$ cat src/verilog/pio_params.svh
// Purpose: constants for the programmable io port: offsets, fields, resets
// Assumes: axi4-lite, 32-bit data, one aligned word per register
// Notes: reset defaults are fixed per line; pull directions never change
`ifndef PIO_PARAMS_SVH
`define PIO_PARAMS_SVH
`define MODE_LO_OFS 12'h000
`define MODE_HI_OFS 12'h004
`define DIR_LO_OFS 12'h008
`define DIR_HI_OFS 12'h00C
`define OUT_LO_OFS 12'h010
`define OUT_HI_OFS 12'h014
`define IN_LO_OFS 12'h018
`define IN_HI_OFS 12'h01C
`define LINE_CFG_OFS 12'h020
`define CFG_LINE_LSB 0
`define CFG_MODE_LSB 8
// lines 4..9 normal (mode 0, dir 0); the rest pulled input (mode 0, dir 1)
`define MODE_LO_RST 16'h0000
`define MODE_HI_RST 16'h0000
`define DIR_LO_RST 16'hFC0F
`define DIR_HI_RST 16'hFFFF
`define PULL_UP_RST 32'hFF3FFBFD
`define OUT_RST 32'h00000000
`endif

$ cat src/verilog/pio_pkg.sv
// Purpose: types for the programmable io port
// Assumes: nothing
// Notes: mode code is {mode bit, direction bit}
package pio_pkg;
    typedef enum logic [1:0] {
        pin_normal = 2'b00,
        pin_in_pull = 2'b01,
        pin_output = 2'b10,
        pin_in_nopull = 2'b11
    } pin_mode_e;
    typedef enum logic [1:0] {
        wr_idle = 2'b00,
        wr_resp = 2'b01
    } wr_state_e;
endpackage : pio_pkg

$ cat src/verilog/pio_pin_cell.sv
// Purpose: one line's pad control and input synchroniser
// Assumes: pad input asynchronous to aclk
// Notes: the first sync flop is read only by the second
`timescale 1ns/10ps
module pio_pin_cell
    import pio_pkg::*;
(
    input wire logic aclk,
    input wire logic aresetn,
    input wire logic mode_bit,
    input wire logic dir_bit,
    input wire logic out_level,
    input wire logic func_out,
    input wire logic func_oe,
    input wire logic pad_i,
    output logic pad_o,
    output logic pad_oe,
    output logic pull_en,
    output logic level_sync
);
    logic meta_r;
    pin_mode_e mode;
    assign mode = pin_mode_e'({mode_bit, dir_bit});
    always_comb begin
        pad_o = 1'b0;
        pad_oe = 1'b0;
        pull_en = 1'b0;
        case (mode)
            pin_normal: begin
                pad_o = func_out;
                pad_oe = func_oe;
            end
            pin_in_pull: pull_en = 1'b1;
            pin_output: begin
                pad_o = out_level;
                pad_oe = 1'b1;
            end
            default: pull_en = 1'b0;
        endcase
    end
    always_ff @(posedge aclk) begin
        if (!aresetn) begin
            meta_r <= 1'b0;
            level_sync <= 1'b0;
        end else begin
            meta_r <= pad_i;
            level_sync <= meta_r;
        end
    end
endmodule : pio_pin_cell

$ cat src/verilog/programmable_io_port_config.sv
// Purpose: 32-line programmable io port behind an axi4-lite slave
// Assumes: one write and one read outstanding at most
// Notes: unmapped addresses answer slverr, read as zero
// Notes: pad levels pass a two-flop synchroniser, so input reads lag the pins by two cycles
//
// Our own choices: the address map and the AXI4-Lite interface to the registers.
`timescale 1ns/10ps
`include "pio_params.svh"
module programmable_io_port_config
    import pio_pkg::*;
(
    input wire logic aclk,
    input wire logic aresetn,
    input wire logic [11:0] s_axi_awaddr,
    input wire logic s_axi_awvalid,
    output logic s_axi_awready,
    input wire logic [31:0] s_axi_wdata,
    input wire logic [3:0] s_axi_wstrb,
    input wire logic s_axi_wvalid,
    output logic s_axi_wready,
    output logic [1:0] s_axi_bresp,
    output logic s_axi_bvalid,
    input wire logic s_axi_bready,
    input wire logic [11:0] s_axi_araddr,
    input wire logic s_axi_arvalid,
    output logic s_axi_arready,
    output logic [31:0] s_axi_rdata,
    output logic [1:0] s_axi_rresp,
    output logic s_axi_rvalid,
    input wire logic s_axi_rready,
    input wire logic [31:0] func_out,
    input wire logic [31:0] func_oe,
    input wire logic [31:0] io_lines_0_to_31_i,
    output logic [31:0] io_lines_0_to_31_o,
    output logic [31:0] io_lines_0_to_31_oe,
    output logic [31:0] pull_en,
    output logic [31:0] pull_up_sel
);
    logic [15:0] pin_mode_select_lo_r;
    logic [15:0] pin_mode_select_hi_r;
    logic [15:0] pin_direction_select_lo_r;
    logic [15:0] pin_direction_select_hi_r;
    logic [31:0] out_level_r;
    logic [31:0] level_sync;
    logic [31:0] mode_all;
    logic [31:0] dir_all;
    logic [11:0] aw_addr_r;
    logic aw_have_r;
    logic [31:0] w_data_r;
    logic [3:0] w_strb_r;
    logic w_have_r;
    wr_state_e wr_state_r;
    logic do_write;
    logic wr_hit;
    logic rd_hit;
    logic [31:0] rd_val;
    logic wr_mode_lo;
    logic wr_mode_hi;
    logic wr_dir_lo;
    logic wr_dir_hi;
    logic wr_out_lo;
    logic wr_out_hi;
    logic wr_line_cfg;
    logic line_cfg_ok;
    logic [4:0] cfg_line;
    logic [1:0] cfg_code;

    logic rd_mode_lo;
    logic rd_mode_hi;
    logic rd_dir_lo;
    logic rd_dir_hi;
    logic rd_out_lo;
    logic rd_out_hi;
    logic rd_in_lo;
    logic rd_in_hi;
    logic rd_line_cfg;

    // merge byte lanes of a write into a 16-bit register
    function automatic logic [15:0] merge16(input logic [15:0] old, input logic [31:0] d,
                                            input logic [3:0] s);
        logic [15:0] r;
        r = old;
        if (s[0]) r[7:0] = d[7:0];
        if (s[1]) r[15:8] = d[15:8];
        return r;
    endfunction : merge16

    // register match on the word index; the two byte-address bits never select
    function automatic logic addr_is(input logic [11:0] a, input logic [11:0] ofs);
        return a[11:2] == ofs[11:2];
    endfunction : addr_is

    assign mode_all = {pin_mode_select_hi_r, pin_mode_select_lo_r};
    assign dir_all = {pin_direction_select_hi_r, pin_direction_select_lo_r};
    assign pull_up_sel = `PULL_UP_RST;

    genvar g;
    generate
        for (g = 0; g < 32; g++) begin : g_line
            pio_pin_cell u_cell (
                .aclk(aclk),
                .aresetn(aresetn),
                .mode_bit(mode_all[g]),
                .dir_bit(dir_all[g]),
                .out_level(out_level_r[g]),
                .func_out(func_out[g]),
                .func_oe(func_oe[g]),
                .pad_i(io_lines_0_to_31_i[g]),
                .pad_o(io_lines_0_to_31_o[g]),
                .pad_oe(io_lines_0_to_31_oe[g]),
                .pull_en(pull_en[g]),
                .level_sync(level_sync[g])
            );
        end
    endgenerate

    // write channel: address and data taken in either order
    assign s_axi_awready = !aw_have_r && (wr_state_r == wr_idle);
    assign s_axi_wready = !w_have_r && (wr_state_r == wr_idle);
    assign do_write = aw_have_r && w_have_r && (wr_state_r == wr_idle);

    always_ff @(posedge aclk) begin
        if (!aresetn) begin
            aw_have_r <= 1'b0;
            aw_addr_r <= 12'h000;
        end else if (s_axi_awvalid && s_axi_awready) begin
            aw_have_r <= 1'b1;
            aw_addr_r <= s_axi_awaddr;
        end else if (do_write) begin
            aw_have_r <= 1'b0;
        end
    end

    always_ff @(posedge aclk) begin
        if (!aresetn) begin
            w_have_r <= 1'b0;
            w_data_r <= 32'h00000000;
            w_strb_r <= 4'h0;
        end else if (s_axi_wvalid && s_axi_wready) begin
            w_have_r <= 1'b1;
            w_data_r <= s_axi_wdata;
            w_strb_r <= s_axi_wstrb;
        end else if (do_write) begin
            w_have_r <= 1'b0;
        end
    end

    // decoded once, so the write response and the register updates use the same address match
    assign wr_mode_lo = addr_is(aw_addr_r, `MODE_LO_OFS);
    assign wr_mode_hi = addr_is(aw_addr_r, `MODE_HI_OFS);
    assign wr_dir_lo = addr_is(aw_addr_r, `DIR_LO_OFS);
    assign wr_dir_hi = addr_is(aw_addr_r, `DIR_HI_OFS);
    assign wr_out_lo = addr_is(aw_addr_r, `OUT_LO_OFS);
    assign wr_out_hi = addr_is(aw_addr_r, `OUT_HI_OFS);
    assign wr_line_cfg = addr_is(aw_addr_r, `LINE_CFG_OFS);
    // a line-config word missing a low lane is dropped: half a command could hit a wrong line
    assign line_cfg_ok = wr_line_cfg && w_strb_r[0] && w_strb_r[1];
    assign cfg_line = w_data_r[`CFG_LINE_LSB +: 5];
    assign cfg_code = w_data_r[`CFG_MODE_LSB +: 2];

    always_comb begin
        wr_hit = 1'b0;
        if (wr_mode_lo || wr_mode_hi) begin
            wr_hit = 1'b1;
        end else if (wr_dir_lo || wr_dir_hi) begin
            wr_hit = 1'b1;
        end else if (wr_out_lo || wr_out_hi) begin
            wr_hit = 1'b1;
        end else if (wr_line_cfg) begin
            wr_hit = 1'b1;
        end
    end

    always_ff @(posedge aclk) begin
        if (!aresetn) begin
            wr_state_r <= wr_idle;
            s_axi_bvalid <= 1'b0;
            s_axi_bresp <= 2'b00;
        end else begin
            case (wr_state_r)
                wr_idle: begin
                    if (do_write) begin
                        wr_state_r <= wr_resp;
                        s_axi_bvalid <= 1'b1;
                        s_axi_bresp <= wr_hit ? 2'b00 : 2'b10;
                    end
                end
                wr_resp: begin
                    if (s_axi_bready) begin
                        wr_state_r <= wr_idle;
                        s_axi_bvalid <= 1'b0;
                    end
                end
                default: wr_state_r <= wr_idle;
            endcase
        end
    end

    // mode and direction registers; the line-config port rewrites one line only
    // bit 4 of the line number picks the lower or the upper register pair
    always_ff @(posedge aclk) begin
        if (!aresetn) begin
            pin_mode_select_lo_r <= `MODE_LO_RST;
        end else if (do_write && wr_mode_lo) begin
            pin_mode_select_lo_r <= merge16(pin_mode_select_lo_r, w_data_r, w_strb_r);
        end else if (do_write && line_cfg_ok && !cfg_line[4]) begin
            pin_mode_select_lo_r[cfg_line[3:0]] <= cfg_code[1];
        end
    end

    always_ff @(posedge aclk) begin
        if (!aresetn) begin
            pin_mode_select_hi_r <= `MODE_HI_RST;
        end else if (do_write && wr_mode_hi) begin
            pin_mode_select_hi_r <= merge16(pin_mode_select_hi_r, w_data_r, w_strb_r);
        end else if (do_write && line_cfg_ok && cfg_line[4]) begin
            pin_mode_select_hi_r[cfg_line[3:0]] <= cfg_code[1];
        end
    end

    always_ff @(posedge aclk) begin
        if (!aresetn) begin
            pin_direction_select_lo_r <= `DIR_LO_RST;
        end else if (do_write && wr_dir_lo) begin
            pin_direction_select_lo_r <= merge16(pin_direction_select_lo_r, w_data_r, w_strb_r);
        end else if (do_write && line_cfg_ok && !cfg_line[4]) begin
            pin_direction_select_lo_r[cfg_line[3:0]] <= cfg_code[0];
        end
    end

    always_ff @(posedge aclk) begin
        if (!aresetn) begin
            pin_direction_select_hi_r <= `DIR_HI_RST;
        end else if (do_write && wr_dir_hi) begin
            pin_direction_select_hi_r <= merge16(pin_direction_select_hi_r, w_data_r, w_strb_r);
        end else if (do_write && line_cfg_ok && cfg_line[4]) begin
            pin_direction_select_hi_r[cfg_line[3:0]] <= cfg_code[0];
        end
    end

    // output levels are stored for every line but reach the pad only in output mode
    always_ff @(posedge aclk) begin
        if (!aresetn) begin
            out_level_r <= `OUT_RST;
        end else if (do_write) begin
            if (wr_out_lo) begin
                out_level_r[15:0] <= merge16(out_level_r[15:0], w_data_r, w_strb_r);
            end else if (wr_out_hi) begin
                out_level_r[31:16] <= merge16(out_level_r[31:16], w_data_r, w_strb_r);
            end
        end
    end

    // read channel
    assign s_axi_arready = !s_axi_rvalid;

    assign rd_mode_lo = addr_is(s_axi_araddr, `MODE_LO_OFS);
    assign rd_mode_hi = addr_is(s_axi_araddr, `MODE_HI_OFS);
    assign rd_dir_lo = addr_is(s_axi_araddr, `DIR_LO_OFS);
    assign rd_dir_hi = addr_is(s_axi_araddr, `DIR_HI_OFS);
    assign rd_out_lo = addr_is(s_axi_araddr, `OUT_LO_OFS);
    assign rd_out_hi = addr_is(s_axi_araddr, `OUT_HI_OFS);
    assign rd_in_lo = addr_is(s_axi_araddr, `IN_LO_OFS);
    assign rd_in_hi = addr_is(s_axi_araddr, `IN_HI_OFS);
    assign rd_line_cfg = addr_is(s_axi_araddr, `LINE_CFG_OFS);

    // the line-config word is write-only and reads back as zero
    always_comb begin
        rd_hit = 1'b1;
        rd_val = 32'h00000000;
        if (rd_mode_lo) begin
            rd_val = {16'h0000, pin_mode_select_lo_r};
        end else if (rd_mode_hi) begin
            rd_val = {16'h0000, pin_mode_select_hi_r};
        end else if (rd_dir_lo) begin
            rd_val = {16'h0000, pin_direction_select_lo_r};
        end else if (rd_dir_hi) begin
            rd_val = {16'h0000, pin_direction_select_hi_r};
        end else if (rd_out_lo) begin
            rd_val = {16'h0000, out_level_r[15:0]};
        end else if (rd_out_hi) begin
            rd_val = {16'h0000, out_level_r[31:16]};
        end else if (rd_in_lo) begin
            rd_val = {16'h0000, level_sync[15:0]};
        end else if (rd_in_hi) begin
            rd_val = {16'h0000, level_sync[31:16]};
        end else if (rd_line_cfg) begin
            rd_val = 32'h00000000;
        end else begin
            rd_hit = 1'b0;
        end
    end

    always_ff @(posedge aclk) begin
        if (!aresetn) begin
            s_axi_rvalid <= 1'b0;
            s_axi_rdata <= 32'h00000000;
            s_axi_rresp <= 2'b00;
        end else if (s_axi_arvalid && s_axi_arready) begin
            s_axi_rvalid <= 1'b1;
            s_axi_rdata <= rd_val;
            s_axi_rresp <= rd_hit ? 2'b00 : 2'b10;
        end else if (s_axi_rready) begin
            s_axi_rvalid <= 1'b0;
        end
    end
endmodule : programmable_io_port_config

$ cat config.mk
export PLATFORM = sky130hd
export DESIGN_NAME = programmable_io_port_config
export DESIGN_NICKNAME = d
export VERILOG_FILES = /design/src/verilog/pio_pkg.sv /design/src/verilog/pio_pin_cell.sv /design/src/verilog/programmable_io_port_config.sv
export VERILOG_INCLUDE_DIRS = /design/src /design/src/verilog
export SDC_FILE = /design/constraint.sdc
export NUM_CORES = 1
export LEC_CHECK = 0
export ABC_CLOCK_PERIOD_IN_PS = 3600
export BUFFER_PORTS_ARGS = -buffer_cell sky130_fd_sc_hd__buf_2
export CORE_MARGIN = 2
export CORE_UTILIZATION = 53
export CTS_CLUSTER_DIAMETER = 40
export DETAILED_ROUTE_END_ITERATION = 10
export PLACE_DENSITY_LB_ADDON = 0.3
export SLEW_MARGIN = 20
export SYNTH_ARGS = -nofsm -noshare
export SYNTH_HDL_FRONTEND = slang
export SYNTH_SLANG_ARGS = --single-unit
export TNS_END_PERCENT = 20
$ cat constraint.sdc
create_clock -name aclk -period 3.6 [get_ports aclk]
set_input_delay 0.72 -clock aclk [delete_from_list [all_inputs] [get_ports aclk]]
set_output_delay 0.72 -clock aclk [all_outputs]
set_load 0.01 [all_outputs]
# Word-level counts from Yosys, hierarchy flattened
# Index checks and enable logic that the tools add are counted.
# op_classes
bitwise_logic	1
eq_ne	89
n_mux	146
order_cmp	2
reduce_logical	82
# ops
op	count
16-bit 2-to-1 mux	16
1-bit case mux with 2 select lines	65
2-bit by 1-bit == test with 1-bit output (second input constant)	33
2-bit zero test	33
16-bit bitwise mux	4
2-bit == test (second input constant)	32
10-bit by 3-bit == test with 1-bit output (second input constant)	6
1-bit 2-to-1 mux	53
10-bit by 2-bit == test with 1-bit output (second input constant)	4
10-bit by 1-bit == test with 1-bit output (second input constant)	2
10-bit by 4-bit == test with 1-bit output (second input constant)	2
10-bit zero test	2
2-bit inequality test (second input constant)	10
2-bit AND reduction	10
1-bit logical AND	17
8-bit 2-to-1 mux	2
2-bit nonzero test	8
3-bit AND reduction	3
2-bit 2-to-1 mux	4
4-bit AND reduction	2
4-bit by 5-bit < comparator with 1-bit output (second input constant)	1
1-bit demux with 4-bit select	1
4-bit by 1-bit >= comparator with 1-bit output (second input constant)	1
1-bit zero test	4
other kinds (3)	5
# totals
register_bits	232
out_inout_bits	169
inputBits	163

# Logic depth before layout (Yosys ltp)
# depth
word_depth	11
depth_mapped	9
depth_no_buf	5

# By module
# From an unflattened synthesis, not the netlist that was laid out.
# hier_totals
cells_unflattened	1397
area_unflattened_um2	11548.6
# modules_own_cells
module	seq_area_each_um2	n_inst	area_each_um2	cells_per_inst
programmable_io_port_config	2922.8	1	8906.0	1109
pio_pin_cell	40.0	32	82.6	9

# Least setup slack after synthesis
# No wires, ideal clock.
# synth_timing
kind	register to register
start	register aw_addr_r[9]
end	register pin_direction_select_lo_r[5]
setup_ps	123
synth_period_minus_slack_ps	2588
n_path_buf	2
arrival_ps	2465
path_stages_with_launch	8
required_time_ps	3477
setup_slack_ps	1012
path_cell_list	dfxtp_1 -> or4_4 -> buf_6 -> or4_4 -> buf_6 -> or4_4 -> a221oi_1 -> nor2_1
# synth_between
elab_chain_len	7
word_cells_on_any_way	11
cone_classes	eq/ne (3); mux (1); reduce/logical (7)
# synth_lines
item	line	rtl
from (decl)	programmable_io_port_config.sv:47	logic [11:0] aw_addr_r;
from (signal assigned)	programmable_io_port_config.sv:128	aw_addr_r <= s_axi_awaddr;
10-bit by 4-bit == test with 1-bit output	programmable_io_port_config.sv:90	return a[11:2] == ofs[11:2];
1-bit logical AND (2 in series)	programmable_io_port_config.sv:157	assign line_cfg_ok = wr_line_cfg && w_strb_r[0] && w_strb_r[1];
1-bit logical AND (2 in series)	programmable_io_port_config.sv:226	end else if (do_write && line_cfg_ok && !cfg_line[4]) begin
2-bit nonzero test (no line)	--	
2-bit AND reduction (no line)	--	
to (signal assigned)	programmable_io_port_config.sv:223	pin_direction_select_lo_r <= `DIR_LO_RST;
to (signal assigned)	programmable_io_port_config.sv:225	pin_direction_select_lo_r <= merge16(pin_direction_select_lo_r, w_data_r, w_strb_r);
to (signal, indexed assignment)	programmable_io_port_config.sv:227	pin_direction_select_lo_r[cfg_line[3:0]] <= cfg_code[0];
to (decl)	programmable_io_port_config.sv:41	logic [15:0] pin_direction_select_lo_r;
# Several ways; a longest one is shown, not always the timed one.
# A chain may end at the register's enable or synchronous reset.

# Final worst setup path
# layout_timing
start	register aw_addr_r[9]
end	register pin_mode_select_hi_r[5]
# layout_between
elab_chain_len	7
word_cells_on_any_way	11
cone_classes	eq/ne (3); mux (1); reduce/logical (7)
# layout_lines
item	line	rtl
10-bit by 4-bit == test with 1-bit output	programmable_io_port_config.sv:90	
1-bit logical AND (2 in series)	programmable_io_port_config.sv:157	
1-bit logical AND (2 in series)	programmable_io_port_config.sv:216	end else if (do_write && line_cfg_ok && cfg_line[4]) begin
2-bit nonzero test (no line)	--	
2-bit AND reduction (no line)	--	
to (signal assigned)	programmable_io_port_config.sv:213	pin_mode_select_hi_r <= `MODE_HI_RST;
to (signal assigned)	programmable_io_port_config.sv:215	pin_mode_select_hi_r <= merge16(pin_mode_select_hi_r, w_data_r, w_strb_r);
to (signal, indexed assignment)	programmable_io_port_config.sv:217	pin_mode_select_hi_r[cfg_line[3:0]] <= cfg_code[1];
to (decl)	programmable_io_port_config.sv:40	logic [15:0] pin_mode_select_hi_r;
# Several ways; a longest one is shown, not always the timed one.

==> impl_metrics.toml <==
[run_status]
status = "complete, no violations"

[global_routing]
antenna_found_initial = 0
grt_pass1_wl_mm = 56.6
gr-total-overflow = 0
grtUsageTotal_pct = 29.7
grt_max_degree = 106
grt_pass1_vias = 10400

[cells_and_area]
fin_util_pct = 61.4
n_antenna_cell = 0
drive_above_1_share_pct = 24.3
nets = 1778
synthToLayoutAreaGrowth_pct = 13.6
fillers = 2010

[place]
dpl_worst_slack_ps = 873
post-dp-hpwl_mm = 26.3
port_buffers = 259
gp_congestion = 0.971

[sta]
fin_crit_ps = 2750
whs_ps = 357
tightest_slew_ps = 1040
finalMaxSlewViolations = 0
rsz0062_at_grt = "false"
fmax_mhz = 364
setup_viol = 0
period_share_pct = 76.4
hold_violations = 0
tns_ps = 0
finClkSkew_ps = 8.05
worst_slack_ps = 849
slew-limit-headroom_pct = 30.8

[floorplanning]
rows = 54
die_h_um = 153
dieArea_sq_um = 23500
initial_core_util_pct = 54.1
die_width_um = 153
core_sq_um = 21900
num_io_pins = 332

[critical_path]
r2r-start = "aw_addr_r[9]"
critical_path_arrival_ps = 3170
required_ps = 4020
critical_path.endpoint_type = "register"
worst-setup-path-type = "reg2reg"
rr_endpoint = "pin_mode_select_hi_r[5]"
start_kind = "register"
rrSetupSlack_ps = 850
reg2reg_depth = 5
critPathMaxFanout = 21

[min_path]
hold_end = "s_axi_rvalid"
min_path_cells = 2
hp-class = "in2reg"
min-delay-start = "s_axi_rready"

[detailed_routing]
wl_per_cell_um = 19.3
routed_wl_mm = 37.0
drt_first_iter_violations = 1079
ant_nets = 0
routed-via-count = 11300
firstDrtPassIters = 6
vias_per_cell = 5.91
drc = 0

[clock_network]
cts_max_level = 1
cts_buffer_depth = 3
hold_buffers = 0
post_cts_buffers = 0
cts-root-buf = "clkbuf_16"
clock_latency_ps = 540
cts_tree = "yes"
cts_resized = 0
cts.sinks = 210
cts_made_buffers = 29
clkSlewWorstSetupHoldPaths_ps = 60

[synth]
synth_area_leaders = "dfxtp_1 (36%), buf_4 (9.3%), nor2_1 (6.8%), mux2i_1 (6.5%), nand2_1 (4.4%)"
yosys_warnings = 0
synth.most_common_cell = "nor2_1"
netlist_top_cells_count = "nor2_1 (214), dfxtp_1 (210), buf_4 (146)"
async_reset_ff_share_pct = 0
synth_edf_count = 0
synth_top_area_share_pct = 35.5
syn_avg_cell_area_sq_um = 7.94
synth.largest_area_cell = "dfxtp_1"
yosysUniqueCellTypes = 56
ys_seq_area_share_pct = 35.5
synth_ff_type = "dfxtp_1"
syn_area_sq_um = 11800
ys_ff_latch = 210
syn_inst = 1491

[power_and_ir_drop]
leakagePower_nw = 6.01
peakVddDrop_mv = 0.316
power_density_nw_per_um2 = 436

[job]
cap_viol_max_count = 0
cell type report:
type | count | area (sq um) | share of cell area, %
Inverter | 12 | 46.3 | 0.344
Timing Repair Buffer | 296 | 1590 | 11.8
Multi-Input combinational cell | 1066 | 6270 | 46.7
Tap cell | 280 | 350 | 2.61
Clock inverter | 17 | 210 | 1.56
Sequential cell | 210 | 4200 | 31.3
Clock buffer | 34 | 774 | 5.76
worst max-delay path, cell delays in order (launching register included):
cell,delay (ps)
dfxtp_1,320
or4_4,630
or4_4,730
or4_1,610
a221oi_1,270
nor3_1,70
layout by cell type, fill, tap and decap left out, types with 15 or more instances in the layout:
| cell | instances |
|---|---|
| buf_2 | 259 |
| nor2_1 | 213 |
| dfxtp_1 | 210 |
| nand2_1 | 138 |
| a21oi_1 | 97 |
| mux2i_1 | 77 |
| and2_1 | 69 |
| conb_1 | 50 |
| nor2b_1 | 49 |
| a221oi_1 | 37 |
| buf_4 | 36 |
| o21ai_0 | 33 |
| o31ai_1 | 31 |
| nand3_1 | 30 |
| clkbuf_16 | 29 |
| nor4_1 | 23 |
| nor3_1 | 20 |
| or2_2 | 19 |
| a32o_1 | 15 |
| o22ai_1 | 15 |
| o211ai_1 | 15 |
where the power goes:
| group | switching, mW | internal (mW) |
|---|---|---|
| Combinational | 0.326 | 0.192 |
| Sequential | 0.0643 | 2.39 |
| Clock | 1.17 | 1.73 |
worst max-delay path by stage:
stage                       from                           end  depth (start not counted)
floorplan           aw_addr_r[9]  pin_direction_select_lo_r[5]                          7
global placement    aw_addr_r[9]       pin_mode_select_hi_r[5]                          5
detailed placement  aw_addr_r[9]       pin_mode_select_hi_r[5]                          5
CTS                 aw_addr_r[9]       pin_mode_select_hi_r[5]                          5
global route        aw_addr_r[9]       pin_mode_select_hi_r[5]                          5
finish              aw_addr_r[9]       pin_mode_select_hi_r[5]                          5
routing by layer:
layer	up-vias	wire length, um	GRT usage [%]
met5	-	0	0
met4	0	1580	12.8
met3	112	3160	3.60
met2	632	17700	51.1
met1	5297	14500	37.6
li1	5280	-	-
registers in the layout, summed over array words and instances, names as in the netlist:
signal	count
s_axi_rresp	1
w_have_r	1
g_line.u_cell.meta_r	32
pin_mode_select_lo_r	16
w_strb_r	2
s_axi_rvalid	1
out_level_r	32
pin_mode_select_hi_r	16
w_data_r	16
aw_addr_r	10
aw_have_r	1
s_axi_bresp	1
pin_direction_select_hi_r	16
pin_direction_select_lo_r	16
s_axi_rdata	16
g_line.u_cell.level_sync	32
s_axi_bvalid	1
stage by stage:
| step | area (sq um) | cells | power, mW |
|---|---|---|---|
| 2_1_floorplan | 12000 | 1539 | 2.86 |
| 3_3_place_gp | 12500 | 1864 | 2.99 |
| 3_5_place_dp | 12500 | 1864 | 3.00 |
| 4_1_cts | 13400 | 1915 | 5.86 |
| 5_1_grt | 13400 | 1915 | 6.03 |
| 6_report | 13400 | 1915 | 5.86 |
cells by family (layout without fill, tap and decap cells):
| kind of cell | after synthesis | after routing | share of synthesized area (%) |
|---|---|---|---|
| AO/OA/AOI/OAI | 291 | 291 | 16.8 |
| buffers and inverters | 263 | 359 | 13.1 |
| flip-flops | 210 | 210 | 35.5 |
| multiplexers | 91 | 91 | 8.04 |
| other | 2 | 50 | 0.0635 |
| AND/OR/NAND/NOR | 634 | 634 | 26.4 |
No activity file was read; power rests on OpenSTA's default activity.
